<file path="config.mk">
export PLATFORM = sky130hd
export DESIGN_NAME = compare_skip_instructions
export DESIGN_NICKNAME = d
export VERILOG_FILES = /design/src/verilog/cmp_skip_pkg.sv /design/src/verilog/operand_if.sv /design/src/verilog/operand_unit.sv /design/src/verilog/compare_skip_instructions.sv
export SDC_FILE = /design/constraint.sdc
export NUM_CORES = 1
export LEC_CHECK = 0
export BUFFER_PORTS_ARGS = -buffer_cell sky130_fd_sc_hd__buf_2
export CORE_MARGIN = 8
export CORE_UTILIZATION = 50
export DETAILED_ROUTE_END_ITERATION = 7
export PLACE_DENSITY = 0.76
export RECOVER_POWER = 50
export SYNTH_ARGS = -nofsm -noshare
export SYNTH_HDL_FRONTEND = slang
export SYNTH_SLANG_ARGS = --single-unit
export TNS_END_PERCENT = 10
</file>
<file path="constraint.sdc">
create_clock -name i_ref_clk -period 2.65 [get_ports i_ref_clk]
set_input_delay 0.1325 -clock i_ref_clk [delete_from_list [all_inputs] [get_ports i_ref_clk]]
set_output_delay 0.1325 -clock i_ref_clk [all_outputs]
set_load 0.05 [all_outputs]
</file>
<file path="src/verilog/cmp_skip_pkg.sv">
// constants, states and encodings shared by the compare-and-skip decoder
// Behaviour
// - opcode 0110 010 plus access bit, file address low byte: skip if byte greater
// - opcode 0110 000 plus access bit, file address low byte: skip if byte less
// - compare is unsigned subtraction of working register from file byte, decides skip only
// - on skip the fetched next instruction is discarded and a no-op cycle runs
// - one cycle plain, two with skip, three when skipped word is two-word
// - file address spans 0 to 255; access bit is 0 or 1
// - access bit 0 uses access bank; 1 takes upper address from bank select
// - extended set and access bit 0: indexed literal offset for addresses up to 5Fh
package cmp_skip_pkg;
    // instruction word fields
    localparam int OPCODE_MSB = 15;
    localparam int OPCODE_LSB = 9;
    localparam int ACCESS_BIT = 8;
    localparam int FILE_MSB = 7;
    localparam logic [6:0] OPCODE_GREATER = 7'h32;
    localparam logic [6:0] OPCODE_LESS = 7'h30;
    // operand address map
    localparam logic [7:0] ACCESS_SPLIT = 8'h60;
    localparam logic [7:0] INDEX_LIMIT = 8'h5f;
    // cycle counts per outcome
    localparam int CYCLES_PLAIN = 1;
    localparam int CYCLES_SKIP = 2;
    localparam int CYCLES_SKIP_TWO_WORD = 3;
    typedef enum logic [1:0] {
        ST_IDLE,
        ST_EXEC,
        ST_NOP1,
        ST_NOP2
    } phase_e;
endpackage

</file>
<file path="src/verilog/operand_if.sv">
// operand address and compare signals between the decoder and its operand unit
`timescale 1ns/1ps
`default_nettype none
interface operand_if #(parameter int BANK_W = 4);
    localparam int AW = BANK_W + 8;
    logic [7:0] file_addr;
    logic access;
    logic [BANK_W-1:0] bank_select_register;
    logic ext_enable;
    logic [AW-1:0] index_base;
    logic [AW-1:0] data_addr;
    logic [7:0] file_byte;
    logic [7:0] working_register;
    logic greater;
    logic less;
    modport decoder (
        output file_addr, access, bank_select_register, ext_enable, index_base,
        output file_byte, working_register,
        input data_addr, greater, less
    );
    modport unit (
        input file_addr, access, bank_select_register, ext_enable, index_base,
        input file_byte, working_register,
        output data_addr, greater, less
    );
endinterface
`default_nettype wire

</file>
<file path="src/verilog/operand_unit.sv">
// operand address generation and unsigned compare, no state
`timescale 1ns/1ps
`default_nettype none
module operand_unit #(
    parameter int BANK_W = 4
) (
    operand_if.unit opif
);
    localparam int AW = BANK_W + 8;
    logic [8:0] diff;

    // address select: bank select, indexed offset, or access bank halves
    always_comb begin
        if (opif.access) begin
            opif.data_addr = {opif.bank_select_register, opif.file_addr};
        end else if (opif.ext_enable && (opif.file_addr <= cmp_skip_pkg::INDEX_LIMIT)) begin
            opif.data_addr = AW'(opif.index_base + AW'(opif.file_addr));
        end else if (opif.file_addr < cmp_skip_pkg::ACCESS_SPLIT) begin
            opif.data_addr = {{BANK_W{1'b0}}, opif.file_addr};
        end else begin
            opif.data_addr = {{BANK_W{1'b1}}, opif.file_addr};
        end
    end

    // borrow of the 9-bit difference gives less; nonzero without borrow gives greater
    always_comb begin
        diff = {1'b0, opif.file_byte} - {1'b0, opif.working_register};
        opif.less = diff[8];
        opif.greater = !diff[8] && (diff[7:0] != 8'h00);
    end
endmodule // operand_unit
`default_nettype wire

</file>
<file path="src/verilog/compare_skip_instructions.sv">
// compare-and-skip decoder and sequencer: one clock is one instruction cycle
`timescale 1ns/1ps
`default_nettype none
module compare_skip_instructions #(
    parameter int BANK_W = 4
) (
    input wire logic i_ref_clk,
    input wire logic i_nrst,
    input wire logic i_ce,
    input wire logic i_insn_valid,
    input wire logic [15:0] i_insn,
    input wire logic [7:0] i_working_register,
    input wire logic [BANK_W-1:0] i_bank_select_register,
    input wire logic i_ext_enable,
    input wire logic [BANK_W+7:0] i_index_base,
    input wire logic [7:0] i_file_data,
    input wire logic i_next_two_word,
    output logic o_busy,
    output logic o_data_rd,
    output logic [BANK_W+7:0] o_data_addr,
    output logic o_skip,
    output logic o_nop_cycle,
    output logic o_done
);
    localparam int AW = BANK_W + 8;

    // bank select wider than 8 bits has no meaning in the address space
    if (BANK_W < 1 || BANK_W > 8) begin : g_bad_width
        $error("BANK_W must lie between 1 and 8");
    end

    typedef struct packed {
        cmp_skip_pkg::phase_e phase;
        logic [7:0] working;
        logic is_greater;
        logic two_word;
        logic [AW-1:0] addr;
        logic rd;
        logic skip;
        logic nop;
        logic busy;
        logic done;
    } state_s;

    state_s s;
    state_s next_s;
    logic [6:0] opcode;
    logic match_gt;
    logic match_lt;
    logic hit;

    operand_if #(.BANK_W(BANK_W)) opif ();

    operand_unit #(.BANK_W(BANK_W)) u_operand (
        .opif(opif)
    );

    // decode the upper opcode bits; access bit and file byte follow
    assign opcode = i_insn[cmp_skip_pkg::OPCODE_MSB:cmp_skip_pkg::OPCODE_LSB];
    assign match_gt = (opcode == cmp_skip_pkg::OPCODE_GREATER);
    assign match_lt = (opcode == cmp_skip_pkg::OPCODE_LESS);

    // operand fields straight from the word; full 0..255 range, single access bit
    assign opif.file_addr = i_insn[cmp_skip_pkg::FILE_MSB:0];
    assign opif.access = i_insn[cmp_skip_pkg::ACCESS_BIT];
    assign opif.bank_select_register = i_bank_select_register;
    assign opif.ext_enable = i_ext_enable;
    assign opif.index_base = i_index_base;
    // compare uses the working register captured at decode, not the live one
    assign opif.file_byte = i_file_data;
    assign opif.working_register = s.working;
    assign hit = s.is_greater ? opif.greater : opif.less;

    // sequencer: decode, execute, then zero to two no-op cycles
    always_comb begin
        next_s = s;
        next_s.skip = 1'b0;
        next_s.done = 1'b0;
        next_s.rd = 1'b0;
        unique case (s.phase)
            cmp_skip_pkg::ST_IDLE: begin
                next_s.nop = 1'b0;
                if (i_insn_valid && (match_gt || match_lt)) begin
                    next_s.phase = cmp_skip_pkg::ST_EXEC;
                    next_s.working = i_working_register;
                    next_s.is_greater = match_gt;
                    next_s.addr = opif.data_addr;
                    next_s.rd = 1'b1;
                    next_s.busy = 1'b1;
                end
            end
            cmp_skip_pkg::ST_EXEC: begin
                if (hit) begin
                    // the fetched word is flushed and replaced by a no-op
                    next_s.skip = 1'b1;
                    next_s.nop = 1'b1;
                    next_s.two_word = i_next_two_word;
                    next_s.phase = cmp_skip_pkg::ST_NOP1;
                end else begin
                    next_s.done = 1'b1;
                    next_s.busy = 1'b0;
                    next_s.phase = cmp_skip_pkg::ST_IDLE;
                end
            end
            cmp_skip_pkg::ST_NOP1: begin
                if (s.two_word) begin
                    // second word of a skipped two-word instruction is a no-op too
                    next_s.nop = 1'b1;
                    next_s.phase = cmp_skip_pkg::ST_NOP2;
                end else begin
                    next_s.nop = 1'b0;
                    next_s.done = 1'b1;
                    next_s.busy = 1'b0;
                    next_s.phase = cmp_skip_pkg::ST_IDLE;
                end
            end
            cmp_skip_pkg::ST_NOP2: begin
                next_s.nop = 1'b0;
                next_s.done = 1'b1;
                next_s.busy = 1'b0;
                next_s.phase = cmp_skip_pkg::ST_IDLE;
            end
        endcase
    end

    // state register, frozen while the clock enable is low
    always_ff @(posedge i_ref_clk or negedge i_nrst) begin
        if (!i_nrst) begin
            s <= '0;
        end else if (i_ce) begin
            s <= next_s;
        end
    end

    // outputs straight from the state register; there is no write port at all
    assign o_busy = s.busy;
    assign o_data_rd = s.rd;
    assign o_data_addr = s.addr;
    assign o_skip = s.skip;
    assign o_nop_cycle = s.nop;
    assign o_done = s.done;
endmodule // compare_skip_instructions
`default_nettype wire

</file>
# Yosys cells after proc, flatten, opt, wreduce, memory -nomap -nowiden

Cells that the tools add are included.

Memories: 0
Memory bits (read-only): 0
Bits in latches: 0
Memory bits (writable): 0
Word-level logic and storage cells: 53
Register bits: 29

Shifts and indexed selects: 0
Add/subtract/negate cells: 2
Multiply operators: 0
Bitwise logic cells: 0
Mux-type cells: 18
Order comparisons: 2
Reductions and logical operators: 12
Divide/modulo/power cells: 0
Equality and inequality tests: 9

Operators with widths:

| operator                                                                          | count |
|---|---|
| 12-bit two-way mux                                                                | 3 |
| 2-bit case mux with 4 select lines                                                | 2 |
| 7-bit by 6-bit equality test with 1-bit output (second input constant)            | 2 |
| 12-bit by 8-bit adder with 12-bit output                                          | 1 |
| 11-bit two-way mux                                                                | 1 |
| 2-bit two-way mux                                                                 | 5 |
| 8-bit by 8-bit subtractor with 9-bit output                                       | 1 |
| 8-bit by 7-bit less-or-equal comparator with 1-bit output (second input constant) | 1 |
| 8-bit by 7-bit less-than comparator with 1-bit output (second input constant)     | 1 |
| 2-bit != test (second input constant)                                             | 4 |
| 8-bit nonzero test                                                                | 1 |
| 1-bit two-way mux                                                                 | 6 |
| 3-bit AND reduction                                                               | 2 |
| 2-bit equality test (second input constant)                                       | 2 |
| 2-bit AND reduction                                                               | 2 |
| 4-bit AND reduction                                                               | 1 |
| 1-bit logical AND                                                                 | 3 |
| 1-bit case mux with 3 select lines                                                | 1 |
| 2-bit by 1-bit equality test with 1-bit output (second input constant)            | 1 |
| 2-bit zero test                                                                   | 1 |
| 1-bit zero test                                                                   | 1 |
| 1-bit logical OR                                                                  | 1 |

# Depth between registers and ports, before layout

Gate-level depths: netlist (run 1).

Depth after elaboration: 6
Depth in mapped cells: 10

# By module

Synthesis (run 1) repeated with hierarchy kept, for this count alone.

Cell total of the unflattened synthesis: 238
Area, all modules: 2,278.4 µm²

By module, submodules not included:

| module                    | area each (µm²) | cells an instance | instances |
|---|---|---|---|
| compare_skip_instructions | 1,267.5         | 92                | 1 |
| operand_unit              | 1,011.0         | 146               | 1 |

# Worst setup path after synthesis (run 1)

No wires, ideal clock.

Path kind: register to register
From: register s (netlist bit opif.working_register[0])
To: register s[17] (netlist bit)
Path slack: 213 ps
Cell stages (with the launch flop): 10
Required time: 2,525 ps
Path buffers: 0
Arrival time: 2,312 ps
Setup time: 125 ps
Clock period less this slack: 2,437 ps
Cell sequence: dfrtp_1 -> ha_1 -> fa_1 -> and2b_1 -> o21ai_1 -> and3b_1 -> o22ai_2 -> nor4b_4 -> a211oi_4 -> mux2_4

Word-level cells in the longest chain between the ends: 5
Elaborated cells on any way between the ends: 6

RTL lines:

| what                                                         | RTL line                         | source |
|---|---|---|
| start, declared                                              | compare_skip_instructions.sv:45  | `state_s s;` |
| start signal, assigned                                       | compare_skip_instructions.sv:131 | `s <= next_s;` |
| 8-bit by 8-bit subtractor with 9-bit output (*)              | operand_unit.sv:27               | `diff = {1'b0, opif.file_byte} - {1'b0, opif.working_register};` |
| 8-bit nonzero test / 1-bit zero test (equally long branches) | operand_unit.sv:29               | `opif.greater = !diff[8] && (diff[7:0] != 8'h00);` |
| 1-bit logical AND                                            | operand_unit.sv:29               |  |
| 1-bit two-way mux (*)                                        | compare_skip_instructions.sv:72  | `assign hit = s.is_greater ? opif.greater : opif.less;` |
| 3-bit AND reduction (no source line) (*)                     | --                               |  |

Every way passes the cells marked *; elsewhere a longest branch is shown, timed or not.
A chain may end at the register's enable or synchronous reset.

# Worst setup path after layout (run 1)

From: register s (netlist bit opif.working_register[4])
To: register s[17] (netlist bit)

The elaborated chain is that of the path after synthesis.

==> out/results.ini, run 1 <==
[timing]
setup_slack_ps=149
rsz0062_at_grt=no
min_period_over_period_pct=94.4
slew_violations=30
slew_headroom_pct=-1.74
tightest_slew_ps=1530
whs_ps=54.7
clock_skew_ps=4.51
setup_viol=0
fin_crit_ps=2500
fmax_mhz=400
final-hold-violation-count=0
tns_ps=0

[cts]
cts-root-buf=clkbuf_8
clk_latency_ps=280
clk_pin_slew_ps=60
h-tree-depth=2
clock_sinks=29
cts_buffer_depth=2
cts_buffers=5
tritoncts=built

[yosys]
synth_seq_cells=29
ys_seq_area_share_pct=32.1
yosysTopAreaCell=dfrtp_1
synth_fp_nets=328
synth_top_area_share_pct=32.1
synth.top_cells.by_area=dfrtp_1 (32%), ha_1 (8.8%), nand2_1 (4.8%)
synth_area_um2=2260
synth_enable_flop_cells=0
avgSynthCellArea_um2=8.84
ys_types=60
async_reset_ff_share_pct=100
ys.flop_type=dfrtp_1
synth_cells=256
yosysWarnings=0

[critical_path]
reg2reg_to=s[17]$_DFFE_PN0P_
path_class=flop to flop
regToRegSetupSlack_ps=150
reg2reg_from=opif.working_register[4]$_DFFE_PN0P_
r2r_cells=9
cp.arrival_ps=2660
cp.required_ps=2810
cp-startpoint=opif.working_register[4]$_DFFE_PN0P_
end_kind=flop
critPathMaxFanout=8
cp-endpoint=s[17]$_DFFE_PN0P_
start_kind=flop

[detailed_routing]
wl_um=5100
ant_nets=0
dr.pass1.iters=4
drt-vias-per-instance=5.35
drtIter0Drc=76
wire_per_inst_um=13.8
via_count=1973
drc=0

[power_and_ir_drop]
max-vdd-ir-drop_v=0.000197
p_leak_nw=1.32
powerDensity_nw_per_um2=505
power.total_mw=1.33

[min_path]
hold_class=input port to flop

[global_route]
grt_pass1_vias=2089
grt_antenna_before_repair=0
gr-total-overflow=0
grt_pass1_wl_um=9020
grt_use_total_pct=15.0
grt_max_degree=30

[finish]
utilization_pct=60.7
antenna_cells=0
postLayoutCellArea_um2=2640
nets=390
layout_commonest_cell=buf_2
layout-drive-gt1-share_pct=26.8
area_growth_pct=16.7
layout_common_cells=buf_2 (61), nand2_1 (29), dfrtp_1 (29)
instances_no_fill=369

[floorplan]
ios=71
core_area_um2=4350
dieArea_um2=6940
chipWidth_um=83.3
initial_core_util_pct=52.0
rows=24
die_h_um=83.3

[placement]
place_area_um2=2560
dpl.cell_count=361
port_buffers=70
dp_hpwl_um=4240
post-place-ws_ps=45.2
gp_congestion=0.839

[run]
drv_cap=1

[run_status]
violations=max-capacitance violations, max-slew violations
outcome=complete, but fails checks

[logic make-up (layout without fill, tap and decap cells)]
family	count (synthesis)	after routing	share of synthesized area, %
compound gates	77	77	23.3
flops	29	29	32.1
buf+inv	37	98	8.90
simple gates	82	82	19.7
mux	3	3	1.55
fa+ha+maj	18	18	10.6
xor+xnor	10	10	3.87
[where the power goes]
part | internal [mW] | switching, mW | total, mW
clock | 0.172 | 0.151 | 0.323
sequential | 0.486 | 0.0281 | 0.514
combinational | 0.196 | 0.300 | 0.496
total | 0.854 | 0.479 | 1.33
[worst min-delay path by stage]
stage / cells after the start / endpoint / startpoint
floorplan: 0 / o_busy$_DFFE_PN0P_ / i_nrst
global placement: 1 / o_data_addr[11]$_DFFE_PN0P_ / i_nrst
detailed placement: 1 / opif.working_register[2]$_DFFE_PN0P_ / i_nrst
CTS: 3 / opif.working_register[0]$_DFFE_PN0P_ / i_working_register[0]
global route: 3 / opif.working_register[0]$_DFFE_PN0P_ / i_working_register[0]
finish: 3 / opif.working_register[0]$_DFFE_PN0P_ / i_working_register[0]
[Yosys cell counts, drive strengths merged (3+ instances only)]
cell and number:
nand2 29, a21o 7, nor2b 4, o21ai 22
inv 19, clkbuf 5, xnor2 6, nor2 16
xor2 4, dfrtp 29, o31ai 4, a31oi 3
nand4 3, nor3 5, a21oi 21, nor4b 3
or3 3, ha 16, buf 13, nand3 3
[worst max-delay path, stage by stage (launching register included)]
cell	delay [ps]
dfrtp_1	320
inv_1	50
ha_1	390
a21o_1	250
a21oi_4	210
a32oi_1	130
a31oi_1	320
nor4b_4	90
a211oi_4	300
mux2_4	320
[timing repair]
action | CTS | global route
hold buffers | 1 | 0
buffers inserted | 0 | 1
hold endpoints to repair | 29 | 0
setup endpoints to repair | 0 | 4
gates resized for setup | 0 | 4
[flip-flops by register name, indices dropped and copies added, names as in the netlist]
signal                 flops
o_done                     1
o_nop_cycle                1
o_data_rd                  1
o_busy                     1
opif.working_register      8
o_data_addr               12
s                          4
o_skip                     1
[layer usage]
layer | share of wire, % | GRT usage (%) | vias to the layer above
met3 | 4.6 | 3.42 | 10
met4 | 1.7 | 6.23 | 0
met5 | 0 | 0 | -
met1 | 43 | 16.6 | 889
li1 | - | - | 1022
met2 | 50 | 26.7 | 52
[cell type report]
class,count,area [µm²]
timing repair buffer,73,364
clock buffer,5,68.8
tap,52,65.1
clock inverter,1,5.00
inverter,19,71.3
sequential,29,726
fill,396,1710
multi-input combinational,190,1340
No activity file was read; power rests on OpenSTA's default activity.
==> run 2: changes to the inputs <==
- CELL_PAD_IN_SITES_DETAIL_PLACEMENT: not set -> 1
- CELL_PAD_IN_SITES_GLOBAL_PLACEMENT: not set -> 1
- CORE_UTILIZATION: 50 -> 38
- PLACE_DENSITY: 0.76 -> 0.79
==> out/results.ini, run 2 (synthesis results as in run 1) <==
[placement]
post-place-ws_ps=58.4  ; was 45.2 ps
dpl.cell_count=384  ; was 361
place_area_um2=2580  ; was 2560 µm²
dp_hpwl_um=5020  ; was 4240 µm
gp_congestion=0.795  ; was 0.839
port_buffers=70  ; unchanged

[power_and_ir_drop]
powerDensity_nw_per_um2=550  ; was 505 nW/µm²
p_leak_nw=1.34  ; was 1.32 nW
swShare_pct=34.0  ; was 35.9%
p_switching_mw=0.509  ; was 0.479 mW
clkPwrFrac_pct=31.8  ; was 24.2%
max-vdd-ir-drop_v=0.000222  ; was 0.000197 V
p_int_mw=0.988  ; was 0.854 mW
seqPwrFrac_pct=34.5  ; was 38.6%
power.share.combinational_pct=33.8  ; was 37.2%

[cts]
cts_buffers=5  ; unchanged
tritoncts=built  ; unchanged
clock_sinks=29  ; unchanged
h-tree-depth=2  ; unchanged
cts_buffer_depth=2  ; unchanged
clk_latency_ps=280  ; about the same
clk_pin_slew_ps=70  ; was 60 ps
cts-root-buf=clkbuf_8  ; unchanged

[critical_path]
path_class=flop to flop  ; unchanged
critPathMaxFanout=4  ; was 8
end_kind=flop  ; unchanged
cp.required_ps=2820  ; was 2810 ps
worst_path_max_delay_cell=dfrtp_1  ; was ha_1
worst-path-buf-inv=0  ; was 1
worstPathCellList=ha_2 > fa_2 > and2b_2 > o32a_1 > nand4_1 > a311oi_2 > nor4b_4 > a211oi_4 > mux2_4  ; was inv_1 > ha_1 > a21o_1 > a21oi_4 > a32oi_1 > a31oi_1 > nor4b_4 > a211oi_4 > mux2_4
max_stage_delay_ps=380  ; was 390 ps
start_kind=flop  ; unchanged
cp.arrival_ps=2700  ; was 2660 ps
crit_family=simple AND/OR/NAND/NOR gates  ; was compound AO/OA/AOI/OAI gates

[detailed_routing]
drc=0  ; unchanged
wire_per_inst_um=15.5  ; was 13.8 µm
wl_um=6140  ; was 5100 µm
via_count=2060  ; was 1,973
dr.pass1.iters=4  ; unchanged
drt-vias-per-instance=5.22  ; was 5.35
drtIter0Drc=36  ; was 76
ant_nets=0  ; unchanged

[run_status]
outcome=complete, but fails checks  ; unchanged
violations=max-capacitance violations, max-slew violations  ; unchanged

[finish]
postLayoutCellArea_um2=2720  ; was 2640 µm²
layout_common_cells=buf_2 (61), nand2_1 (29), dfrtp_1 (29)  ; unchanged
largest_reg_flops=12  ; unchanged
layout-drive-gt1-share_pct=27.2  ; was 26.8%
instances_no_fill=395  ; was 369
area_growth_pct=20.2  ; was 16.7%
antenna_cells=0  ; unchanged
nets=391  ; was 390
layout_commonest_cell=buf_2  ; unchanged

[min_path]
hold_class=input port to flop  ; unchanged

[global_route]
grt_use_total_pct=14.3  ; was 15.0%
grt_pass1_wl_um=10200  ; was 9020 µm
gr-total-overflow=0  ; unchanged
grt_pass1_vias=2242  ; was 2,089
grt_antenna_before_repair=0  ; unchanged
grt_max_degree=30  ; unchanged

[timing]
final-hold-violation-count=0  ; unchanged
setup_viol=0  ; unchanged
tns_ps=0  ; unchanged
clock_skew_ps=4.27  ; was 4.51 ps
setup_slack_ps=120  ; was 149 ps
slew_headroom_pct=-4.09  ; was -1.74%
tightest_slew_ps=1560  ; was 1530 ps
slew_violations=30  ; unchanged
min_period_over_period_pct=95.5  ; was 94.4%
fin_crit_ps=2530  ; was 2500 ps
fmax_mhz=395  ; was 400 MHz

[floorplan]
dieArea_um2=8680  ; was 6940 µm²
chipWidth_um=93.2  ; was 83.3 µm
initial_core_util_pct=38.7  ; was 52.0%
die_h_um=93.2  ; was 83.3 µm
rows=28  ; was 24
core_area_um2=5850  ; was 4350 µm²
ios=71  ; unchanged

[run]
drv_cap=1  ; unchanged

[run 2: cell count changes in the layout (fill, tap and decap cells not counted), sizes merged]
cell / before / now
clkinv: 1 / 0
buf: 63 / 64
clkbuf: 14 / 16
bufinv: 0 / 1
[run 2: worst min-delay path, stage by stage]
cell,delay [ps]
buf_2,80
nand2_1,40
nand2_1,50
[run 2: path summary, 6_finish.rpt]
| check | slack, ps | endpoint | cells after the start | startpoint |
|---|---|---|---|---|
| worst min register to register | 480 | o_data_addr[0]$_DFFE_PN0P_ | 2 | o_data_addr[0]$_DFFE_PN0P_ |
| worst min-delay path | 60 | opif.working_register[0]$_DFFE_PN0P_ | 3 | i_working_register[0] |
| worst max register to register | 120 | s[17]$_DFFE_PN0P_ | 9 | opif.working_register[0]$_DFFE_PN0P_ |
| min in group asynchronous | 770 | opif.working_register[4]$_DFFE_PN0P_ | 2 | i_nrst |
| worst max-delay path | 120 | s[17]$_DFFE_PN0P_ | 9 | opif.working_register[0]$_DFFE_PN0P_ |
| max in group asynchronous | 970 | o_data_addr[0]$_DFFE_PN0P_ | 2 | i_nrst |
[run 2: routing by layer]
layer / wire [µm] / vias to the layer above / GRT usage (%)
met4: 65 / 0 / 4.70
met3: 269 / 6 / 3.29
met1: 2470 / 986 / 15.2
met5: 0 / - / 0
met2: 3330 / 40 / 26.9
li1: - / 1028 / -
[run 2: cell type report]
| type | count | area (µm²) |
|---|---|---|
| Timing Repair Buffer | 74 | 372 |
| Tap cell | 75 | 93.8 |
| Clock inverter | 1 | 30.0 |
| Clock buffer | 7 | 86.3 |
| Fill cell | 713 | 3130 |
| Sequential cell | 29 | 726 |
| Multi-Input combinational cell | 190 | 1340 |
| Inverter | 19 | 71.3 |
[run 2: repair_timing]
action,4_1_cts,5_1_grt
hold endpoints to repair,29,0
hold buffers,1,0
setup endpoints to repair,0,2
setup buffers,0,2
resized for setup,0,3
[run 2: power groups by stage]
stage	Clock, mW	Combinational (mW)	Sequential (mW)
4_1_cts	0.491	0.512	0.516
3_3_place_gp	0	0.489	0.522
3_5_place_dp	0	0.506	0.523
2_1_floorplan	0	0.390	0.523
6_report	0.475	0.505	0.516
5_1_grt	0.510	0.554	0.521
[run 2: per-stage QoR]
stage	hold slack [ps]	utilization [%]	total power, mW
2_1_floorplan	-163	-	0.913
3_3_place_gp	200	44.2	1.01
3_5_place_dp	216	44.2	1.03
4_1_cts	45.9	46.3	1.52
5_1_grt	64.0	46.5	1.58
6_report	55.2	46.5	1.50
==> run 3: changes to the inputs <==
- SLEW_MARGIN: not set -> 20
- clock period: 2.65 -> 2.4 ns (I/O delays scaled with it)
==> out/results.ini, run 3 (synthesis results as in run 1) <==
[run_status]
outcome=complete, but fails checks  ; unchanged
violations=max-capacitance violations, max-slew violations, negative setup slack  ; was max-capacitance violations, max-slew violations

[critical_path]
crit_cells=9  ; unchanged
cp-startpoint=opif.working_register[0]$_DFFE_PN0P_  ; unchanged
cp.arrival_ps=2680  ; was 2700 ps
r2r_cells=9  ; unchanged
path_class=flop to flop  ; unchanged
worstPathCellList=ha_2 > fa_2 > and2b_2 > buf_6 > o21ai_0 > a311oi_2 > nor4b_4 > a211oi_4 > mux2_4  ; was ha_2 > fa_2 > and2b_2 > o32a_1 > nand4_1 > a311oi_2 > nor4b_4 > a211oi_4 > mux2_4
end_kind=flop  ; unchanged
critPathMaxFanout=4  ; unchanged
cp.required_ps=2570  ; was 2820 ps
regToRegSetupSlack_ps=-120  ; was 120 ps
reg2reg_from=opif.working_register[0]$_DFFE_PN0P_  ; unchanged
reg2reg_to=s[17]$_DFFE_PN0P_  ; unchanged
worst_path_max_delay_cell=dfrtp_1  ; unchanged
max_stage_delay_ps=380  ; about the same
crit_family=simple AND/OR/NAND/NOR gates  ; unchanged
start_kind=flop  ; unchanged
cp-endpoint=s[17]$_DFFE_PN0P_  ; unchanged
worst-path-buf-inv=1  ; was 0

[placement]
port_buffers=70  ; unchanged
dp_hpwl_um=5130  ; was 5020 µm
gp_congestion=0.791  ; was 0.795

[timing]
slew_violations=30  ; unchanged
whs_ps=33.9  ; was 55.2 ps
slew_headroom_pct=-4.19  ; was -4.09%
clock_skew_ps=3.41  ; was 4.27 ps
final-hold-violation-count=0  ; unchanged
setup_viol=4  ; was 0
min_period_over_period_pct=105  ; was 95.5%
fin_crit_ps=2520  ; was 2530 ps
setup_slack_ps=-115  ; was 120 ps
rsz0062_at_grt=yes
fmax_mhz=398  ; was 395 MHz
tightest_slew_ps=1560  ; about the same

[cts]
cts_buffer_depth=2  ; unchanged
clk_pin_slew_ps=60  ; was 70 ps
cts-root-buf=clkbuf_8  ; unchanged
cts_buffers=5  ; unchanged
clk_latency_ps=280  ; about the same
clock_sinks=29  ; unchanged
h-tree-depth=2  ; unchanged
tritoncts=built  ; unchanged

[detailed_routing]
via_count=2047  ; was 2,060
ant_nets=0  ; unchanged
dr.pass1.iters=4  ; unchanged
drt-vias-per-instance=5.12  ; was 5.22
drc=0  ; unchanged
wire_per_inst_um=15.5  ; about the same
drtIter0Drc=37  ; was 36
wl_um=6190  ; was 6140 µm

[floorplan]
dieArea_um2=8680  ; unchanged
die_h_um=93.2  ; unchanged
rows=28  ; unchanged
initial_core_util_pct=38.7  ; unchanged
ios=71  ; unchanged
chipWidth_um=93.2  ; unchanged
core_area_um2=5850  ; unchanged

[global_route]
gr-total-overflow=0  ; unchanged
grt_most_used_layer=met2  ; unchanged
grt_use_met3_pct=3.29  ; unchanged
grt_max_degree=30  ; unchanged
grt_pass1_wl_um=10600  ; was 10,200 µm
grt_antenna_before_repair=0  ; unchanged
grt_use_met2_pct=26.3  ; was 26.9%
grt_pass1_vias=2278  ; was 2,242
grt_use_total_pct=14.8  ; was 14.3%
use_met1_pct=17.0  ; was 15.2%

[finish]
area_growth_pct=21.6  ; was 20.2%
layout_commonest_cell=buf_2  ; unchanged
layout_common_cells=buf_2 (64), nand2_1 (29), dfrtp_1 (29)  ; was buf_2 (61), nand2_1 (29), dfrtp_1 (29)
nets=396  ; was 391
antenna_cells=0  ; unchanged
largest_reg_flops=12  ; unchanged
layout-drive-gt1-share_pct=30.2  ; was 27.2%

[power_and_ir_drop]
powerDensity_nw_per_um2=572  ; was 550 nW/µm²
clkPwrFrac_pct=25.2  ; was 31.8%
p_leak_nw=1.36  ; was 1.34 nW
swShare_pct=37.5  ; was 34.0%
max-vdd-ir-drop_v=0.000267  ; was 0.000222 V
power.share.combinational_pct=38.6  ; was 33.8%
p_switching_mw=0.590  ; was 0.509 mW
seqPwrFrac_pct=36.2  ; was 34.5%
power.total_mw=1.57  ; was 1.50 mW
p_int_mw=0.984  ; was 0.988 mW

[run]
drv_cap=1  ; unchanged

[min_path]
hold_class=input port to flop  ; unchanged
min_path_cells=3  ; unchanged

[run 3: cell count changes in the layout (fill, tap and decap cells not counted), sizes merged]
cell	before	now
clkinvlp	0	1
bufinv	1	0
buf	64	72
clkinv	0	2
clkbuf	16	11
[run 3: per-stage QoR]
step	setup WS, ps	instance area (µm²)	TNS [ps]	util, %	instances
global route	-227	2750	-934	47.0	400
finish	-115	2750	-195	47.0	400
CTS	-139	2740	-273	46.9	400
detailed placement	-174	2640	-497	45.1	390
global placement	-103	2640	-207	45.1	390
floorplan	6.62	2270	0	-	256
[run 3: worst register-to-register path: stages (launching register included)]
cell and delay, ps:
dfrtp_1 380, ha_2 190, fa_2 340, and2b_2 260, buf_6 100, o21ai_0 100
a311oi_2 330, nor4b_4 280, a211oi_4 120, mux2_4 310
[run 3: power by group through the flow]
stage / combinational [mW] / clock (mW) / sequential (mW)
2_1_floorplan: 0.433 / 0 / 0.578
3_3_place_gp: 0.565 / 0 / 0.577
3_5_place_dp: 0.590 / 0 / 0.578
4_1_cts: 0.601 / 0.408 / 0.570
5_1_grt: 0.670 / 0.434 / 0.576
6_report: 0.608 / 0.397 / 0.569
[run 3: worst min path at each step]
| stage | to | from | slack (ps) |
|---|---|---|---|
| 6_report | opif.working_register[0]$_DFFE_PN0P_ | i_working_register[0] | 30 |
| 5_1_grt | opif.working_register[5]$_DFFE_PN0P_ | i_working_register[5] | 50 |
| 4_1_cts | opif.working_register[0]$_DFFE_PN0P_ | i_working_register[0] | 30 |
| 3_5_place_dp | o_data_addr[8]$_DFFE_PN0P_ | i_nrst | 200 |
| 3_3_place_gp | o_data_addr[8]$_DFFE_PN0P_ | i_nrst | 190 |
| 2_1_floorplan | o_busy$_DFFE_PN0P_ | i_nrst | -180 |
[run 3: timing repair]
| item | in CTS | in global routing |
|---|---|---|
| buffers inserted | 1 | 0 |
| setup endpoints to repair | 6 | 6 |
| hold buffers | 1 | 0 |
| endpoints found under the hold margin | 29 | 0 |
| pin swaps | 6 | 2 |
| gates resized for setup | 2 | 3 |
[run 3: per-layer routing]
layer,vias to the layer above,part of all wire [%]
li1,1039,-
met1,965,42
met2,36,52
met3,7,3.7
met4,0,1.8
met5,-,0
[run 3: cell type report]
cell class                      instances  area (µm²)
Fill cell                             709        3100
Multi-Input combinational cell        190        1360
Sequential cell                        29         726
Timing Repair Buffer                   79         417
Tap cell                               75        93.8
Inverter                               19        71.3
Clock buffer                            5        68.8
Clock inverter                          3        17.5
